`src/aipc_consts.svh`:
```
// register offsets, field positions, reset values and timing counts for the input stage control
`ifndef AIPC_CONSTS_SVH
`define AIPC_CONSTS_SVH

// ----------------------------------------------------------------
// register offsets
// ----------------------------------------------------------------
`define AIPC_OFS_COND_CFG     8'h03
`define AIPC_OFS_PHASE_CFG    8'h04
`define AIPC_OFS_BIAS_CFG     8'h05
`define AIPC_OFS_GAIN_BASE    8'h10
`define AIPC_OFS_OFFSET_BASE  8'h18

// ----------------------------------------------------------------
// field positions
// ----------------------------------------------------------------
`define AIPC_BIT_POLARITY     7
`define AIPC_BIT_CLAMP_GATE   3
`define AIPC_BIT_THREE_CH     2
`define AIPC_BIT_SH_MODE      3
`define AIPC_BIT_PASSIVE      0
`define AIPC_BIT_ACTIVE       1
`define AIPC_BIT_OVP          2

// ----------------------------------------------------------------
// reset values and timing
// ----------------------------------------------------------------
`define AIPC_RST_COND_CFG     8'h00
`define AIPC_RST_PHASE_CFG    8'h03
`define AIPC_RST_BIAS_CFG     8'h04
`define AIPC_CHANNELS         3'h6
`define AIPC_PIXEL_CLKS       2'h3

`endif

```
`src/aipc_pkg.sv`:
```
// types shared by the input stage control files
package aipc_pkg;
  typedef logic [7:0] aipc_byte_t;
  typedef logic [3:0] aipc_idx_t;
  typedef logic [1:0] aipc_phase_t;
  typedef enum logic {AIPC_SIX_CH, AIPC_THREE_CH} aipc_mode_t;
endpackage

```
`src/aipc_chan_mem.sv`:
```
// per-channel gain and offset storage with registered read data
`timescale 1ns/100ps
module aipc_chan_mem (
  input  wire logic               clk,
  input  wire logic               wr_en,
  input  wire aipc_pkg::aipc_idx_t wr_idx,
  input  wire aipc_pkg::aipc_byte_t wr_data,
  input  wire aipc_pkg::aipc_idx_t rd_idx,
  output aipc_pkg::aipc_byte_t    rd_data_q
);
  import aipc_pkg::*;

  aipc_byte_t mem [0:15];

  // only the addressed word changes; every other channel keeps its value
  always_ff @(posedge clk) begin
    if (wr_en) begin
      mem[wr_idx] <= wr_data; // RL5
    end
  end

  always_ff @(posedge clk) begin
    rd_data_q <= mem[rd_idx];
  end
endmodule

```
`src/aipc_top.sv`:
```
// input phase, channel routing, clamp, polarity and bias control of the analog front end
//
// Summary of operation
// RL1: four sample phases in six-channel mode, two in three-channel mode.
// RL2: phase field resets to 11, read as X1 in three-channel mode.
// RL3: 10, 01, 00 sample earlier by one, two, three quarter pixels.
// RL4: six channels share three converters; each converter alternates a channel pair.
// RL5: every channel keeps its own gain and offset setting.
// RL6: clamp switch comes from clamp pulse, gate enable and sample strobe.
// RL7: ungated, clamp follows pulse; gated, pulse and strobe both needed.
// RL8: host should normally set the clamp gate bit, bit 3 of 0x03.
// RL9: timing source asserts clamp pulse during the black portion only.
// RL10: bit 7 of 0x03 picks polarity: 0 negative (default), 1 positive.
// RL11: positive polarity works only in sample-and-hold; negative in both modes.
// RL12: passive bias enable ties 1 kOhm resistors to inputs toward half supply.
// RL13: active bias enable switches external clamp reference onto the inputs.
// RL14: host clears both bias enables before acquisition starts.
// RL15: overvoltage clamp on at power up; bias only after it is off.
// RL16: host turns biasing off again once inputs have charged.
// RL17: clamp pulse is sampled on the rising master clock edge.
// RL18: three-channel mode decodes only the low phase bit.
`timescale 1ns/100ps
`include "aipc_consts.svh"
module aipc_top (
  input  wire logic                 REF_CLK,
  input  wire logic                 RESET,
  input  wire logic                 CLAMP_PULSE_IN,
  input  wire logic                 REG_WR,
  input  wire logic                 REG_RD,
  input  wire aipc_pkg::aipc_byte_t REG_ADDR,
  input  wire aipc_pkg::aipc_byte_t REG_WDATA,
  output aipc_pkg::aipc_byte_t      REG_RDATA,
  output logic                      REG_RVALID,
  output logic                      SAMPLE_STROBE,
  output logic                      ADC_CHAN_SEL,
  output logic                      CLAMP_SWITCH,
  output logic                      POSITIVE_POLARITY,
  output logic                      PASSIVE_BIAS_ENABLE,
  output logic                      ACTIVE_BIAS_ENABLE,
  output logic                      OVERVOLTAGE_CLAMP
);
  import aipc_pkg::*;

  // ----------------------------------------------------------------
  // address decode
  // ----------------------------------------------------------------
  function automatic logic chan_hit(input aipc_byte_t a);
    chan_hit = (a[7:4] == 4'(`AIPC_OFS_GAIN_BASE >> 4)) && (a[2:0] < `AIPC_CHANNELS);
  endfunction

  function automatic aipc_idx_t chan_idx(input aipc_byte_t a);
    chan_idx = a[3:0];
  endfunction

  aipc_byte_t  cond_q, phase_q, bias_q;
  logic        clamp_s1_q, clamp_s2_q;
  logic [1:0]  pix_cnt_q;
  logic        rd_q, rd_mem_q;
  aipc_byte_t  rd_reg_q;
  aipc_byte_t  mem_rdata;

  wire         wr_cond   = REG_WR && (REG_ADDR == `AIPC_OFS_COND_CFG);
  wire         wr_phase  = REG_WR && (REG_ADDR == `AIPC_OFS_PHASE_CFG);
  wire         wr_bias   = REG_WR && (REG_ADDR == `AIPC_OFS_BIAS_CFG);
  wire         wr_mem    = REG_WR && chan_hit(REG_ADDR);
  aipc_byte_t  rd_value;

  always_comb begin
    if (REG_ADDR == `AIPC_OFS_COND_CFG) begin
      rd_value = cond_q;
    end else if (REG_ADDR == `AIPC_OFS_PHASE_CFG) begin
      rd_value = phase_q;
    end else if (REG_ADDR == `AIPC_OFS_BIAS_CFG) begin
      rd_value = bias_q;
    end else begin
      rd_value = 8'h00;
    end
  end

  // ----------------------------------------------------------------
  // field views
  // ----------------------------------------------------------------
  aipc_mode_t  chan_mode;
  aipc_phase_t sample_pos;
  wire         gate_en   = cond_q[`AIPC_BIT_CLAMP_GATE];
  wire         sh_mode   = phase_q[`AIPC_BIT_SH_MODE];
  wire         ovp_on    = bias_q[`AIPC_BIT_OVP];
  assign chan_mode = phase_q[`AIPC_BIT_THREE_CH] ? AIPC_THREE_CH : AIPC_SIX_CH;
  // 11 is the latest sampling slot; each step down samples a quarter pixel earlier
  assign sample_pos = (chan_mode == AIPC_THREE_CH) ? {phase_q[0], 1'b1} // RL18
                                                   : phase_q[1:0];      // RL3
  wire         strobe_d  = (pix_cnt_q == sample_pos); // RL1
  wire         clamp_d   = clamp_s2_q && (!gate_en || strobe_d); // RL6 RL7

  // ----------------------------------------------------------------
  // registers
  // ----------------------------------------------------------------
  always_ff @(posedge REF_CLK) begin
    if (RESET) begin
      cond_q  <= `AIPC_RST_COND_CFG; // RL10
      phase_q <= `AIPC_RST_PHASE_CFG; // RL2
      bias_q  <= `AIPC_RST_BIAS_CFG; // RL15
    end else begin
      if (wr_cond) begin
        cond_q <= REG_WDATA;
      end
      if (wr_phase) begin
        phase_q <= {4'h0, REG_WDATA[3:0]};
      end
      if (wr_bias) begin
        bias_q <= {5'h00, REG_WDATA[2:0]};
      end
    end
  end

  // pixel timing: one pixel spans four master clocks, giving quarter-pixel steps
  always_ff @(posedge REF_CLK) begin
    if (RESET) begin
      pix_cnt_q    <= 2'h0;
      ADC_CHAN_SEL <= 1'b0;
    end else begin
      pix_cnt_q <= pix_cnt_q + 2'h1;
      if (pix_cnt_q == `AIPC_PIXEL_CLKS) begin
        ADC_CHAN_SEL <= !ADC_CHAN_SEL; // RL4
      end
    end
  end

  // the pin is asynchronous to the master clock, hence two stages
  always_ff @(posedge REF_CLK) begin
    if (RESET) begin
      clamp_s1_q <= 1'b0;
      clamp_s2_q <= 1'b0;
    end else begin
      clamp_s1_q <= CLAMP_PULSE_IN; // RL17
      clamp_s2_q <= clamp_s1_q;
    end
  end

  always_ff @(posedge REF_CLK) begin
    if (RESET) begin
      SAMPLE_STROBE       <= 1'b0;
      CLAMP_SWITCH        <= 1'b0;
      POSITIVE_POLARITY   <= 1'b0;
      PASSIVE_BIAS_ENABLE <= 1'b0;
      ACTIVE_BIAS_ENABLE  <= 1'b0;
      OVERVOLTAGE_CLAMP   <= 1'b1;
    end else begin
      SAMPLE_STROBE       <= strobe_d;
      CLAMP_SWITCH        <= clamp_d; // RL7
      // positive polarity has no meaning in correlated double sampling
      POSITIVE_POLARITY   <= cond_q[`AIPC_BIT_POLARITY] && sh_mode; // RL10 RL11
      // bias is held off while the overvoltage clamp still carries current
      PASSIVE_BIAS_ENABLE <= bias_q[`AIPC_BIT_PASSIVE] && !ovp_on; // RL12 RL15
      ACTIVE_BIAS_ENABLE  <= bias_q[`AIPC_BIT_ACTIVE] && !ovp_on; // RL13 RL15
      OVERVOLTAGE_CLAMP   <= ovp_on; // RL15
    end
  end

  // ----------------------------------------------------------------
  // register read path, two cycles for every address
  // ----------------------------------------------------------------
  always_ff @(posedge REF_CLK) begin
    if (RESET) begin
      rd_q       <= 1'b0;
      rd_mem_q   <= 1'b0;
      rd_reg_q   <= 8'h00;
      REG_RVALID <= 1'b0;
      REG_RDATA  <= 8'h00;
    end else begin
      rd_q       <= REG_RD;
      rd_mem_q   <= chan_hit(REG_ADDR);
      rd_reg_q   <= rd_value;
      REG_RVALID <= rd_q;
      if (rd_q) begin
        REG_RDATA <= rd_mem_q ? mem_rdata : rd_reg_q;
      end
    end
  end

  aipc_chan_mem u_chan_mem (
    .clk       (REF_CLK),
    .wr_en     (wr_mem),
    .wr_idx    (chan_idx(REG_ADDR)),
    .wr_data   (REG_WDATA),
    .rd_idx    (chan_idx(REG_ADDR)),
    .rd_data_q (mem_rdata)
  );
endmodule
```
`config.mk`:
```
export PLATFORM = sky130hd
export DESIGN_NAME = aipc_top
export DESIGN_NICKNAME = d
export VERILOG_FILES = /design/src/aipc_pkg.sv /design/src/aipc_chan_mem.sv /design/src/aipc_top.sv
export VERILOG_INCLUDE_DIRS = /design/src /design/src/src
export SDC_FILE = /design/constraint.sdc
export NUM_CORES = 1
export LEC_CHECK = 0
export CORE_MARGIN = 3
export CORE_UTILIZATION = 25
export CTS_CLUSTER_SIZE = 8
export DETAILED_ROUTE_END_ITERATION = 10
export DONT_BUFFER_PORTS = 1
export GPL_TIMING_DRIVEN = 0
export SYNTH_ARGS = -nofsm -noshare
export SYNTH_HDL_FRONTEND = slang
export SYNTH_SLANG_ARGS = --single-unit
```
`constraint.sdc`:
```
create_clock -name REF_CLK -period 1.8 [get_ports REF_CLK]
set_clock_uncertainty 0.05 [all_clocks]
set_input_delay 0.09 -clock REF_CLK [delete_from_list [all_inputs] [get_ports REF_CLK]]
set_output_delay 0.09 -clock REF_CLK [all_outputs]
set_load 0.01 [all_outputs]
```
==> run_results.csv, run 1 <==
group,metric,value,unit
outcome,status,"completed",
yosys,yosys-top-cells-area,"edfxtp_1 56%, dfxtp_1 16%, mux4_1 6.9%, mux4_2 4.6%, mux2i_1 3.4%",
timing,setup-violations-final,0,
global_route,grt_overflow,0,
global_route,antenna_found_initial,0,
yosys,syn_inst,392,
clock_tree,cts.sinks,181,
routing,remaining_drc_errors,0,
floorplan,num_rows,59,
critical_path,cp-startpoint,"REG_ADDR[5]",
critical_path,critical_path.endpoint,"bias_q[2]",
yosys,synth_top_area_cell,"edfxtp_1",
routing,drtIter0Drc,283,
power_and_ir_drop,power,8.725,mW
clock_tree,cts_tree,"done",
floorplan,start_util,0.2577,
critical_path,r2r_setup_slack,0.33,ns
power_and_ir_drop,leakagePower,2.832,nW
final_layout,layoutNonFillerInstCount,809,
final_layout,area.growth.synth_to_final,19.68,%
routing,wl,13.63,mm
critical_path,slowest_delay,0.61,ns
timing,tightestPinTransition,1.178,ns
clock_tree,post_cts_buffers,0,
yosys,synth_fa_ha_area_frac,0.001837,
critical_path,reg2reg_to,"u_chan_mem.rd_data_q[3]",
final_layout,final_nets,483,
floorplan,fp.dieH,171.1,um
yosys,synth_compound_area_frac,0.03730,
routing,drtAntennaViolNets,0,
critical_path,critPathTopFamily,"buffers and inverters",
yosys,synth.top_cell.area_share,0.5644,
yosys,yosysSeqAreaShare,0.7202,
floorplan,coreArea,26430,um2
critical_path,cp-start-kind,"primary input",
timing,rsz0062_at_grt,"no",
floorplan,die_x,171.1,um
timing,post-route-min-period,1.744,ns
critical_path,worstPathCellList,"dlygate4sd3_1, nor4_4, nand3_2, dlygate4sd3_1, a21oi_1",
timing,maxSlewViolCount,0,
clock_tree,cts.path.max_buffers,2,
timing,hold_viol_final,0,
clock_tree,clk_latency,0.42,ns
clock_tree,cts_made_buffers,17,
floorplan,design.die.area,29260,um2
yosys,synth_area,6810,um2
flow_run,cap_violations,0,
critical_path,cp_max_fo,5,
clock_tree,cts_root_buf,"clkbuf_16",
timing,period_share,0.9691,
placement,dp_cells,758,
routing,viasPerCell,4.422,
critical_path,cp.arrival,2.04,ns
final_layout,final_area,8150,um2
yosys,synthDistinctLibCells,38,
timing,slew_headroom,0.2082,
global_route,grtUsageTotal,0.09709,
yosys,yosysWarnings,0,
yosys,yosys.area_share.simple,0.07128,
global_route,grt_pass1_vias,3688,
global_route,grt_first_pass_wirelength,21.38,mm
critical_path,reg2regPathDepth,3,
final_layout,num_antenna_cells,0,
critical_path,critPathMostFrequentCell,"dlygate4sd3_1",
placement,placed_cell_area,7352,um2
critical_path,slowest_stage,"dlygate4sd3_1",
global_route,grt_max_degree,20,
yosys,synth_xor_area_frac,0.001286,
timing,tns,0,ns
placement,hpwl,9.091,mm
timing,fmax,573.3,MHz
yosys,postSynthAreaPerCell,17.37,um2
yosys,synth-seq-cells,181,
critical_path,end_kind,"register",
floorplan,io_pins,37,
yosys,synth_mux_area_frac,0.1495,
power_and_ir_drop,ir_drop,0.7164,mV
routing,dr.pass1.iters,5,
clock_tree,clkSlewWorstSetupHoldPaths,0.06,ns
clock_tree,h-tree-depth,4,
min_path,holdCritPathClass,"in2reg",
final_layout,drive_gt1_frac,0.1350,
final_layout,fill_cells,2562,
routing,via_count,3577,
yosys,synth_top_family_by_area,"multiplexers",
power_and_ir_drop,p_per_area,1071,nW/um2
critical_path,critical_path_class,"in2reg",
placement,io_buffers,0,
routing,avgRoutedWirePerCell,16.84,um
critical_path,crit_buf_inv,2,
critical_path,timing.rr.start,"u_chan_mem.mem[13][3]",
placement,gp_congestion,0.8025,
critical_path,path_depth,5,
critical_path,worstPathRequired,2.09,ns
## synthesized netlist by cell type
master	n
nor2_2	1
clkbuf_1	7
ha_1	1
xnor2_1	1
edfxtp_1	128
buf_4	2
buf_1	1
nand2b_1	3
nand3_1	3
and4bb_2	1
o2bb2ai_1	3
o211ai_1	1
o31ai_1	1
and3b_1	1
or3_1	1
or4b_1	1
mux4_2	14
a21oi_1	5
a211oi_1	8
inv_1	1
nor3_1	8
nor2b_1	8
and2_1	8
nor4_1	1
and3_1	1
nor3b_1	2
nor2_1	37
mux2i_1	23
nand2_1	18
conb_1	1
nor4_4	1
a21o_1	1
buf_2	8
nand4_2	1
dfxtp_1	53
mux4_1	18
a22oi_1	16
buf_6	3
## cell families (layout without fill, tap and decap cells)
kind of cell,Yosys count,after routing
simple gates,96,96
xor+xnor,1,1
flops,181,181
other cells,1,32
compound gates,35,35
mux,55,55
fa+ha+maj,1,1
buf+inv,22,73
## per-stage QoR
stage	hold slack, ns	setup WS, ns	util
global route	0.04885	0.009009	0.3084
finish	0.02835	0.05556	0.3084
CTS	0.03203	0.01028	0.3081
global placement	0.1409	-0.6283	0.2782
detailed placement	0.1406	-0.6585	0.2782
floorplan	0.1389	0.02834	-
## final cells by class
class                      instances  area [um2]  area share
tap                              335       419.2     0.05143
timing repair buffer              19       190.2     0.02333
multi-input combinational        220        1923      0.2360
sequential                       181        4905      0.6018
inverter                           1       3.754   0.0004605
clock buffer                      21       440.4     0.05404
buffer                            21       118.9     0.01458
clock inverter                    11       150.1     0.01842
## sequential cells by signal (all words and copies together) (netlist names), 2 cells and up
signal	flops
pix_cnt_q	2
cond_q	8
phase_q	4
u_chan_mem.mem	128
REG_RDATA	8
u_chan_mem.rd_data_q	8
rd_reg_q	8
bias_q	3
## metal layers
layer	GRT usage	wire, um
met4	0.01749	55
met5	0	0
met3	0.03258	802
met1	0.1247	6004
met2	0.1622	6764
## cells in the final DEF, fill, tap and decap left out, types with 6 or more instances in the layout
| cell | instances |
|---|---|
| edfxtp_1 | 128 |
| clkbuf_1 | 11 |
| clkbuf_16 | 17 |
| nand2_1 | 18 |
| a211oi_1 | 8 |
| a22oi_1 | 16 |
| buf_2 | 8 |
| and2_1 | 8 |
| nor2b_1 | 8 |
| nor2_1 | 36 |
| conb_1 | 32 |
| nor3_1 | 6 |
| mux4_2 | 14 |
| mux4_1 | 18 |
| dfxtp_1 | 53 |
| mux2i_1 | 23 |
| dlygate4sd3_1 | 19 |
## repair_timing
action	4_1_cts	5_1_grt
pin swaps	0	0
endpoints found under the hold margin	155	0
hold buffers	19	0
setup endpoints to repair	16	1
gates resized for setup	2	2
## worst min-delay path by stage
stage | startpoint | end | slack (ns) | cells past startpoint
2_1_floorplan | REG_WDATA[0] | u_chan_mem.mem[0][0] | 0.14 | 0
3_3_place_gp | REG_WDATA[6] | u_chan_mem.mem[6][6] | 0.14 | 0
3_5_place_dp | REG_WDATA[0] | u_chan_mem.mem[1][0] | 0.14 | 0
4_1_cts | RESET | clamp_s1_q | 0.03 | 2
5_1_grt | RESET | rd_mem_q | 0.05 | 2
6_report | RESET | clamp_s1_q | 0.03 | 2
## power by group
part           switching [mW]  internal, mW  total (mW)
Clock                    1.52          2.19        3.71
Combinational           0.231         0.169       0.400
Sequential             0.0459          4.57        4.61
Total                    1.80          6.93        8.73
## worst register-to-register path, delay by kind of cell, from the launching register on
family          cells  cell delay, ns
flops               1            0.36
simple gates        1            0.12
mux                 1            0.50
compound gates      1            0.32
No activity file was read; power rests on OpenSTA's default activity.
==> run 2: changes to the inputs <==
--- a/config.mk
+++ b/config.mk
@@ -14,4 +14,5 @@
 export GPL_TIMING_DRIVEN = 0
 export SYNTH_ARGS = -nofsm -noshare
 export SYNTH_HDL_FRONTEND = slang
+export SYNTH_HIERARCHICAL = 1
 export SYNTH_SLANG_ARGS = --single-unit
==> run 2 against run 1 <==
Against the previous run: sequential power down 2%; global-route usage is 0.73 points higher; worst setup slack gained 0.088 ns; fmax increased by 5.3%; synthesized area is 2.8% higher; cell count is 3.1% higher; clock power decreased by 3%; wire length up 12%; total power is 2.5% lower; design area increased by 2.1%; non-clock buffer count is 3 higher; flip-flop and latch count is the same; highest routed layer unchanged.
==> run_results.csv, run 2 <==
group,metric,value,unit
critical_path,crit_buf_inv,1,
min_path,holdCritPathClass,"in2reg",
outcome,status,"completed",
global_route,grtUsageTotal,0.1043,
global_route,grt_overflow,0,
global_route,grt_max_degree,20,
flow_run,cap_violations,0,
clock_tree,cts.sinks,181,
final_layout,layoutNonFillerInstCount,834,
final_layout,final_core_util,0.3054,
critical_path,slowest_delay,0.59,ns
final_layout,area.growth.synth_to_final,18.92,%
placement,io_buffers,0,
yosys,async_flop_share,0,
yosys,yosysSeqAreaShare,0.7009,
placement,placed_cell_area,7483,um2
global_route,antenna_found_initial,0,
final_layout,drive_gt1_frac,0.1991,
floorplan,die_x,173.3,um
timing,period_share,0.9203,
final_layout,final_nets,471,
yosys,synth.top_cell.area_share,0.5493,
timing,rsz0062_at_grt,"no",
clock_tree,clk_latency,0.43,ns
critical_path,critical_path_class,"in2reg",
timing,slew_headroom,0.4236,
critical_path,cp.arrival,1.75,ns
critical_path,cp_max_fo,8,
final_layout,largest_reg_flops,128,
critical_path,worstPathRequired,1.90,ns
critical_path,critPathMostFrequentCell,"nor3_4",
timing,fmax,603.7,MHz
final_layout,final_area,8322,um2
placement,gp_congestion,0.7850,
routing,avgRoutedWirePerCell,18.24,um
routing,drtIter0Drc,283,
floorplan,io_pins,37,
routing,drtAntennaViolNets,0,
yosys,synthFlopType,"edfxtp_1",
yosys,synth-seq-cells,181,
routing,wl,15.22,mm
timing,post-route-min-period,1.657,ns
placement,hpwl,10.03,mm
final_layout,regMostFlops,"u_chan_mem/mem",
timing,fin_hold_ws,0.03055,ns
power_and_ir_drop,power.share.sequential,0.532,
routing,dr.pass1.iters,5,
floorplan,coreArea,27250,um2
clock_tree,cts_root_buf,"clkbuf_16",
power_and_ir_drop,p_switching,1.985,mW
yosys,syn_inst,409,
yosys,synth_top_area_cell,"edfxtp_1",
yosys,yosysWarnings,6,
yosys,synth_common_cells,"128 x edfxtp_1, 53 x dfxtp_1, 36 x nor2_1",
floorplan,start_util,0.2568,
global_route,grt_pass1_vias,3963,
floorplan,fp.dieH,173.3,um
floorplan,design.die.area,30030,um2
timing,hold_viol_final,0,
critical_path,critPathTopFamily,"simple AND/OR/NAND/NOR gates",
clock_tree,clkSlewWorstSetupHoldPaths,0.07,ns
yosys,yosys-top-cells-area,"edfxtp_1 55%, dfxtp_1 15%, mux4_2 5.8%, mux4_1 5.3%, mux2i_1 3.3%",
yosys,postSynthAreaPerCell,17.11,um2
critical_path,end_kind,"register",
clock_tree,h-tree-depth,4,
yosys,synth_area,6998,um2
power_and_ir_drop,power,8.509,mW
power_and_ir_drop,ir_drop,0.7285,mV
routing,via_count,3651,
yosys,synthDistinctLibCells,43,
routing,viasPerCell,4.378,
global_route,grt_first_pass_wirelength,23.54,mm
power_and_ir_drop,leakagePower,2.682,nW
routing,remaining_drc_errors,0,
yosys,synth_edf_count,128,
critical_path,slowest_stage,"or3b_2",
final_layout,final_common_cell,"edfxtp_1",
power_and_ir_drop,clkPwrFrac,0.422,
timing,tightestPinTransition,0.8617,ns
yosys,syn_nets,431,
critical_path,cp-start-kind,"primary input",
critical_path,worstPathCellList,"nor3_4, nand3_1, nor2_4, or3b_2, nor3_4, buf_12",
timing,maxSlewViolCount,0,
clock_tree,cts_tree,"done",
timing,setup-violations-final,0,
yosys,synth_most_common_cell,"edfxtp_1",
clock_tree,cts.path.max_buffers,2,
placement,dp_cells,781,
power_and_ir_drop,internal_power,6.524,mW
floorplan,num_rows,60,
final_layout,layout_common_cells,"128 x edfxtp_1, 53 x dfxtp_1, 30 x nor2_1",
power_and_ir_drop,p_comb_frac,0.046,
clock_tree,cts_made_buffers,17,
power_and_ir_drop,switching_share,0.2333,
power_and_ir_drop,p_per_area,1022,nW/um2
final_layout,num_antenna_cells,0,
==> run 2: power by group through the flow <==
stage | clock network, mW | logic (mW) | registers (mW)
floorplan | 0 | 0.225 | 4.61
CTS | 3.68 | 0.395 | 4.53
detailed placement | 0 | 0.298 | 4.62
global route | 3.86 | 0.428 | 4.53
finish | 3.59 | 0.394 | 4.53
global placement | 0 | 0.294 | 4.62
==> run 2: cells by family (layout without fill, tap and decap cells) <==
logic type	Yosys count	count (layout)	share of synthesized area
simple gates	112	112	0.08904
buf+inv	25	78	0.02556
xor+xnor	1	1	0.001252
flops	181	181	0.7009
mux	58	58	0.1482
compound gates	31	31	0.03326
fa+ha+maj	1	1	0.001788
==> run 2: area by class of cell <==
cell class                      instances  area (um2)
Tap cell                              372       465.4
Sequential cell                       181        4905
Clock inverter                         15       156.4
Inverter                                3       11.26
Multi-Input combinational cell        203        1976
Timing Repair Buffer                   21       215.2
Buffer                                 22       167.7
Clock buffer                           17       425.4
Fill cell                            2653       18930
==> run 2: worst paths after layout <==
path / startpoint / cells past startpoint / slack (ns) / end
worst min-delay path: REG_ADDR[1] / 3 / 0.03 / u_chan_mem/rd_data_q[7]
worst max register to register: u_chan_mem/mem[9][1] / 3 / 0.26 / u_chan_mem/rd_data_q[1]
worst max-delay path: REG_ADDR[6] / 6 / 0.14 / u_chan_mem/mem[0][7]
worst min register to register: clamp_s1_q / 1 / 0.39 / clamp_s2_q
==> run 2: what timing repair did <==
action                                 4_1_cts  5_1_grt
setup endpoints to repair                  128       84
gates resized for setup                     10        1
endpoints found under the hold margin      185        0
pin swaps                                    1        1
setup buffers                                1        2
hold buffers                                18        0
==> run 2: stage by stage <==
step | TNS [ns] | setup slack [ns]
after global placement | -71.18 | -0.7998
after detailed placement | -76.23 | -0.8485
after global routing | 0 | 0.02827
final | 0 | 0.1435
after floorplan | -4.048 | -0.1307
after CTS | 0 | 0.07601
==> run 2: routing by layer <==
metal	GRT usage	vias to the layer above	routed length (um)
met1	0.1331	1860	6787
li1	-	1685	-
met2	0.1705	93	7476
met3	0.02979	13	754
met5	0	-	0
met4	0.03581	0	197
==> run 2: tightest hold or removal path: stages <==
cell and delay, ns:
mux4_2 0.16, a22oi_1 0.10, nand2_1 0.11
==> run 3: changes to the inputs <==
--- a/config.mk
+++ b/config.mk
@@ -12,6 +12,7 @@
 export DETAILED_ROUTE_END_ITERATION = 10
 export DONT_BUFFER_PORTS = 1
 export GPL_TIMING_DRIVEN = 0
+export REMOVE_ABC_BUFFERS = 1
 export SYNTH_ARGS = -nofsm -noshare
 export SYNTH_HDL_FRONTEND = slang
 export SYNTH_HIERARCHICAL = 1
==> run 3 against run 2 <==
Against the previous run: clock-buffer cell count unchanged; sequential share of layout area up 0.65 points; largest cell class unchanged; critical path depth down 1; core utilization down 0.34 points; total power up 0.25%; via count down 1.9%; worst setup slack worse by 0.11 ns; die area unchanged; fmax down 6.1%; register-to-register slack better by 0.07 ns; flip-flop and latch count unchanged; wire length down 5.3%.
==> run_results.csv, run 3 (synthesis results as in run 2) <==
group,metric,value,unit
floorplan,die_x,173.3,um
global_route,grt_pass1_vias,3753,
timing,period_share,0.9801,
timing,maxSlewViolCount,0,
final_layout,regMostFlops,"u_chan_mem/mem",
final_layout,final_core_util,0.3020,
final_layout,final_area,8230,um2
power_and_ir_drop,leakagePower,2.636,nW
clock_tree,clk_latency,0.43,ns
global_route,grt_overflow,0,
routing,viasPerCell,4.377,
clock_tree,cts_made_buffers,17,
critical_path,crit_buf_inv,0,
min_path,holdCritPathClass,"in2reg",
global_route,grt_first_pass_wirelength,22.67,mm
critical_path,end_kind,"register",
timing,setup-violations-final,0,
floorplan,coreArea,27250,um2
clock_tree,clkSlewWorstSetupHoldPaths,0.07,ns
placement,placed_cell_area,7301,um2
placement,pre_cts_ws,-1.195,ns
timing,fin_hold_ws,0.03014,ns
timing,fmax,566.9,MHz
placement,hpwl,8.744,mm
placement,gp_congestion,0.7117,
clock_tree,cts.path.max_buffers,2,
clock_tree,cts.sinks,181,
final_layout,largest_reg_flops,128,
floorplan,num_rows,60,
timing,slew_headroom,0.4275,
critical_path,slowest_delay,0.57,ns
routing,drtIter0Drc,250,
timing,rsz0062_at_grt,"yes",
floorplan,io_pins,37,
power_and_ir_drop,p_per_area,1036,nW/um2
routing,via_count,3580,
floorplan,fp.dieH,173.3,um
critical_path,cp_max_fo,8,
timing,fin_ws,0.03589,ns
final_layout,drive_gt1_frac,0.1775,
routing,drtAntennaViolNets,0,
power_and_ir_drop,power,8.530,mW
outcome,status,"completed",
floorplan,start_util,0.2568,
final_layout,layout_common_cells,"128 x edfxtp_1, 53 x dfxtp_1, 27 x nor2_1",
flow_run,cap_violations,0,
timing,hold_viol_final,0,
final_layout,area.growth.synth_to_final,17.61,%
clock_tree,h-tree-depth,4,
clock_tree,cts_tree,"done",
critical_path,cp-start-kind,"primary input",
routing,wl,14.41,mm
routing,remaining_drc_errors,0,
global_route,antenna_found_initial,1,
critical_path,slowest_stage,"or3b_2",
critical_path,cp.arrival,1.79,ns
critical_path,worstPathRequired,1.82,ns
final_layout,final_nets,454,
timing,post-route-min-period,1.764,ns
placement,io_buffers,0,
final_layout,final_common_cell,"edfxtp_1",
routing,avgRoutedWirePerCell,17.61,um
timing,tightestPinTransition,0.8556,ns
clock_tree,cts_root_buf,"clkbuf_16",
critical_path,critPathTopFamily,"simple AND/OR/NAND/NOR gates",
power_and_ir_drop,ir_drop,0.5154,mV
routing,dr.pass1.iters,4,
global_route,grt_max_degree,46,
critical_path,worstPathCellList,"nor3_4, nand3_1, nor2_1, or3b_2, nor2_2",
critical_path,critical_path_class,"in2reg",
floorplan,design.die.area,30030,um2
global_route,grtUsageTotal,0.09994,
==> run 3: worst reg2reg max path: cells and delay by family (launching register included) <==
family             cells  cell delay, ns
muxes                  1            0.51
DFF                    1            0.37
and+or+nand+nor        1            0.11
AOI/OAI and AO/OA      1            0.30
==> run 3: timing repair <==
action,CTS,global route
endpoints found under the setup margin,59,93
hold buffers,23,0
pin swaps,1,1
hold endpoints to repair,209,0
gates resized for setup,7,8
buffers inserted,2,1
==> run 3: metrics by stage <==
step	std cells	setup TNS [ns]
floorplan	387	-6.033
global placement	759	-68.38
detailed placement	759	-72.04
CTS	816	-5.542
global route	818	-0.8857
finish	818	0
==> run 3: final timing paths <==
check	slack, ns	endpoint	depth (start not counted)	start
worst max register to register	0.33	u_chan_mem/rd_data_q[2]	3	u_chan_mem/mem[2][2]
worst min-delay path	0.03	u_chan_mem/rd_data_q[7]	3	REG_ADDR[1]
worst min register to register	0.40	clamp_s2_q	1	clamp_s1_q
worst max-delay path	0.04	u_chan_mem/mem[1][2]	5	REG_ADDR[6]
==> run 3: area by class of cell <==
class,instances,area [um2]
clock buffer,17,425.4
timing repair buffer,26,282.8
antenna,1,2.502
multi-input combinational,203,1976
fill,2650,19020
inverter,3,11.26
sequential,181,4905
clock inverter,15,162.7
tap,372,465.4
==> run 3: report_power, final <==
group | switching (mW) | internal, mW | leakage [nW] | total (mW)
sequential | 0.0360 | 4.50 | 1.58 | 4.53
clock | 1.69 | 1.97 | 0.283 | 3.66
combinational | 0.184 | 0.158 | 0.770 | 0.342
total | 1.91 | 6.62 | 2.64 | 8.53
==> run 3: layer usage <==
| metal | routed length (um) | global-route usage | vias to the layer above |
|---|---|---|---|
| met4 | 221 | 0.03581 | 0 |
| met1 | 6144 | 0.1254 | 1834 |
| met3 | 711 | 0.02672 | 15 |
| met5 | 0 | 0 | - |
| li1 | - | - | 1642 |
| met2 | 7328 | 0.1664 | 89 |
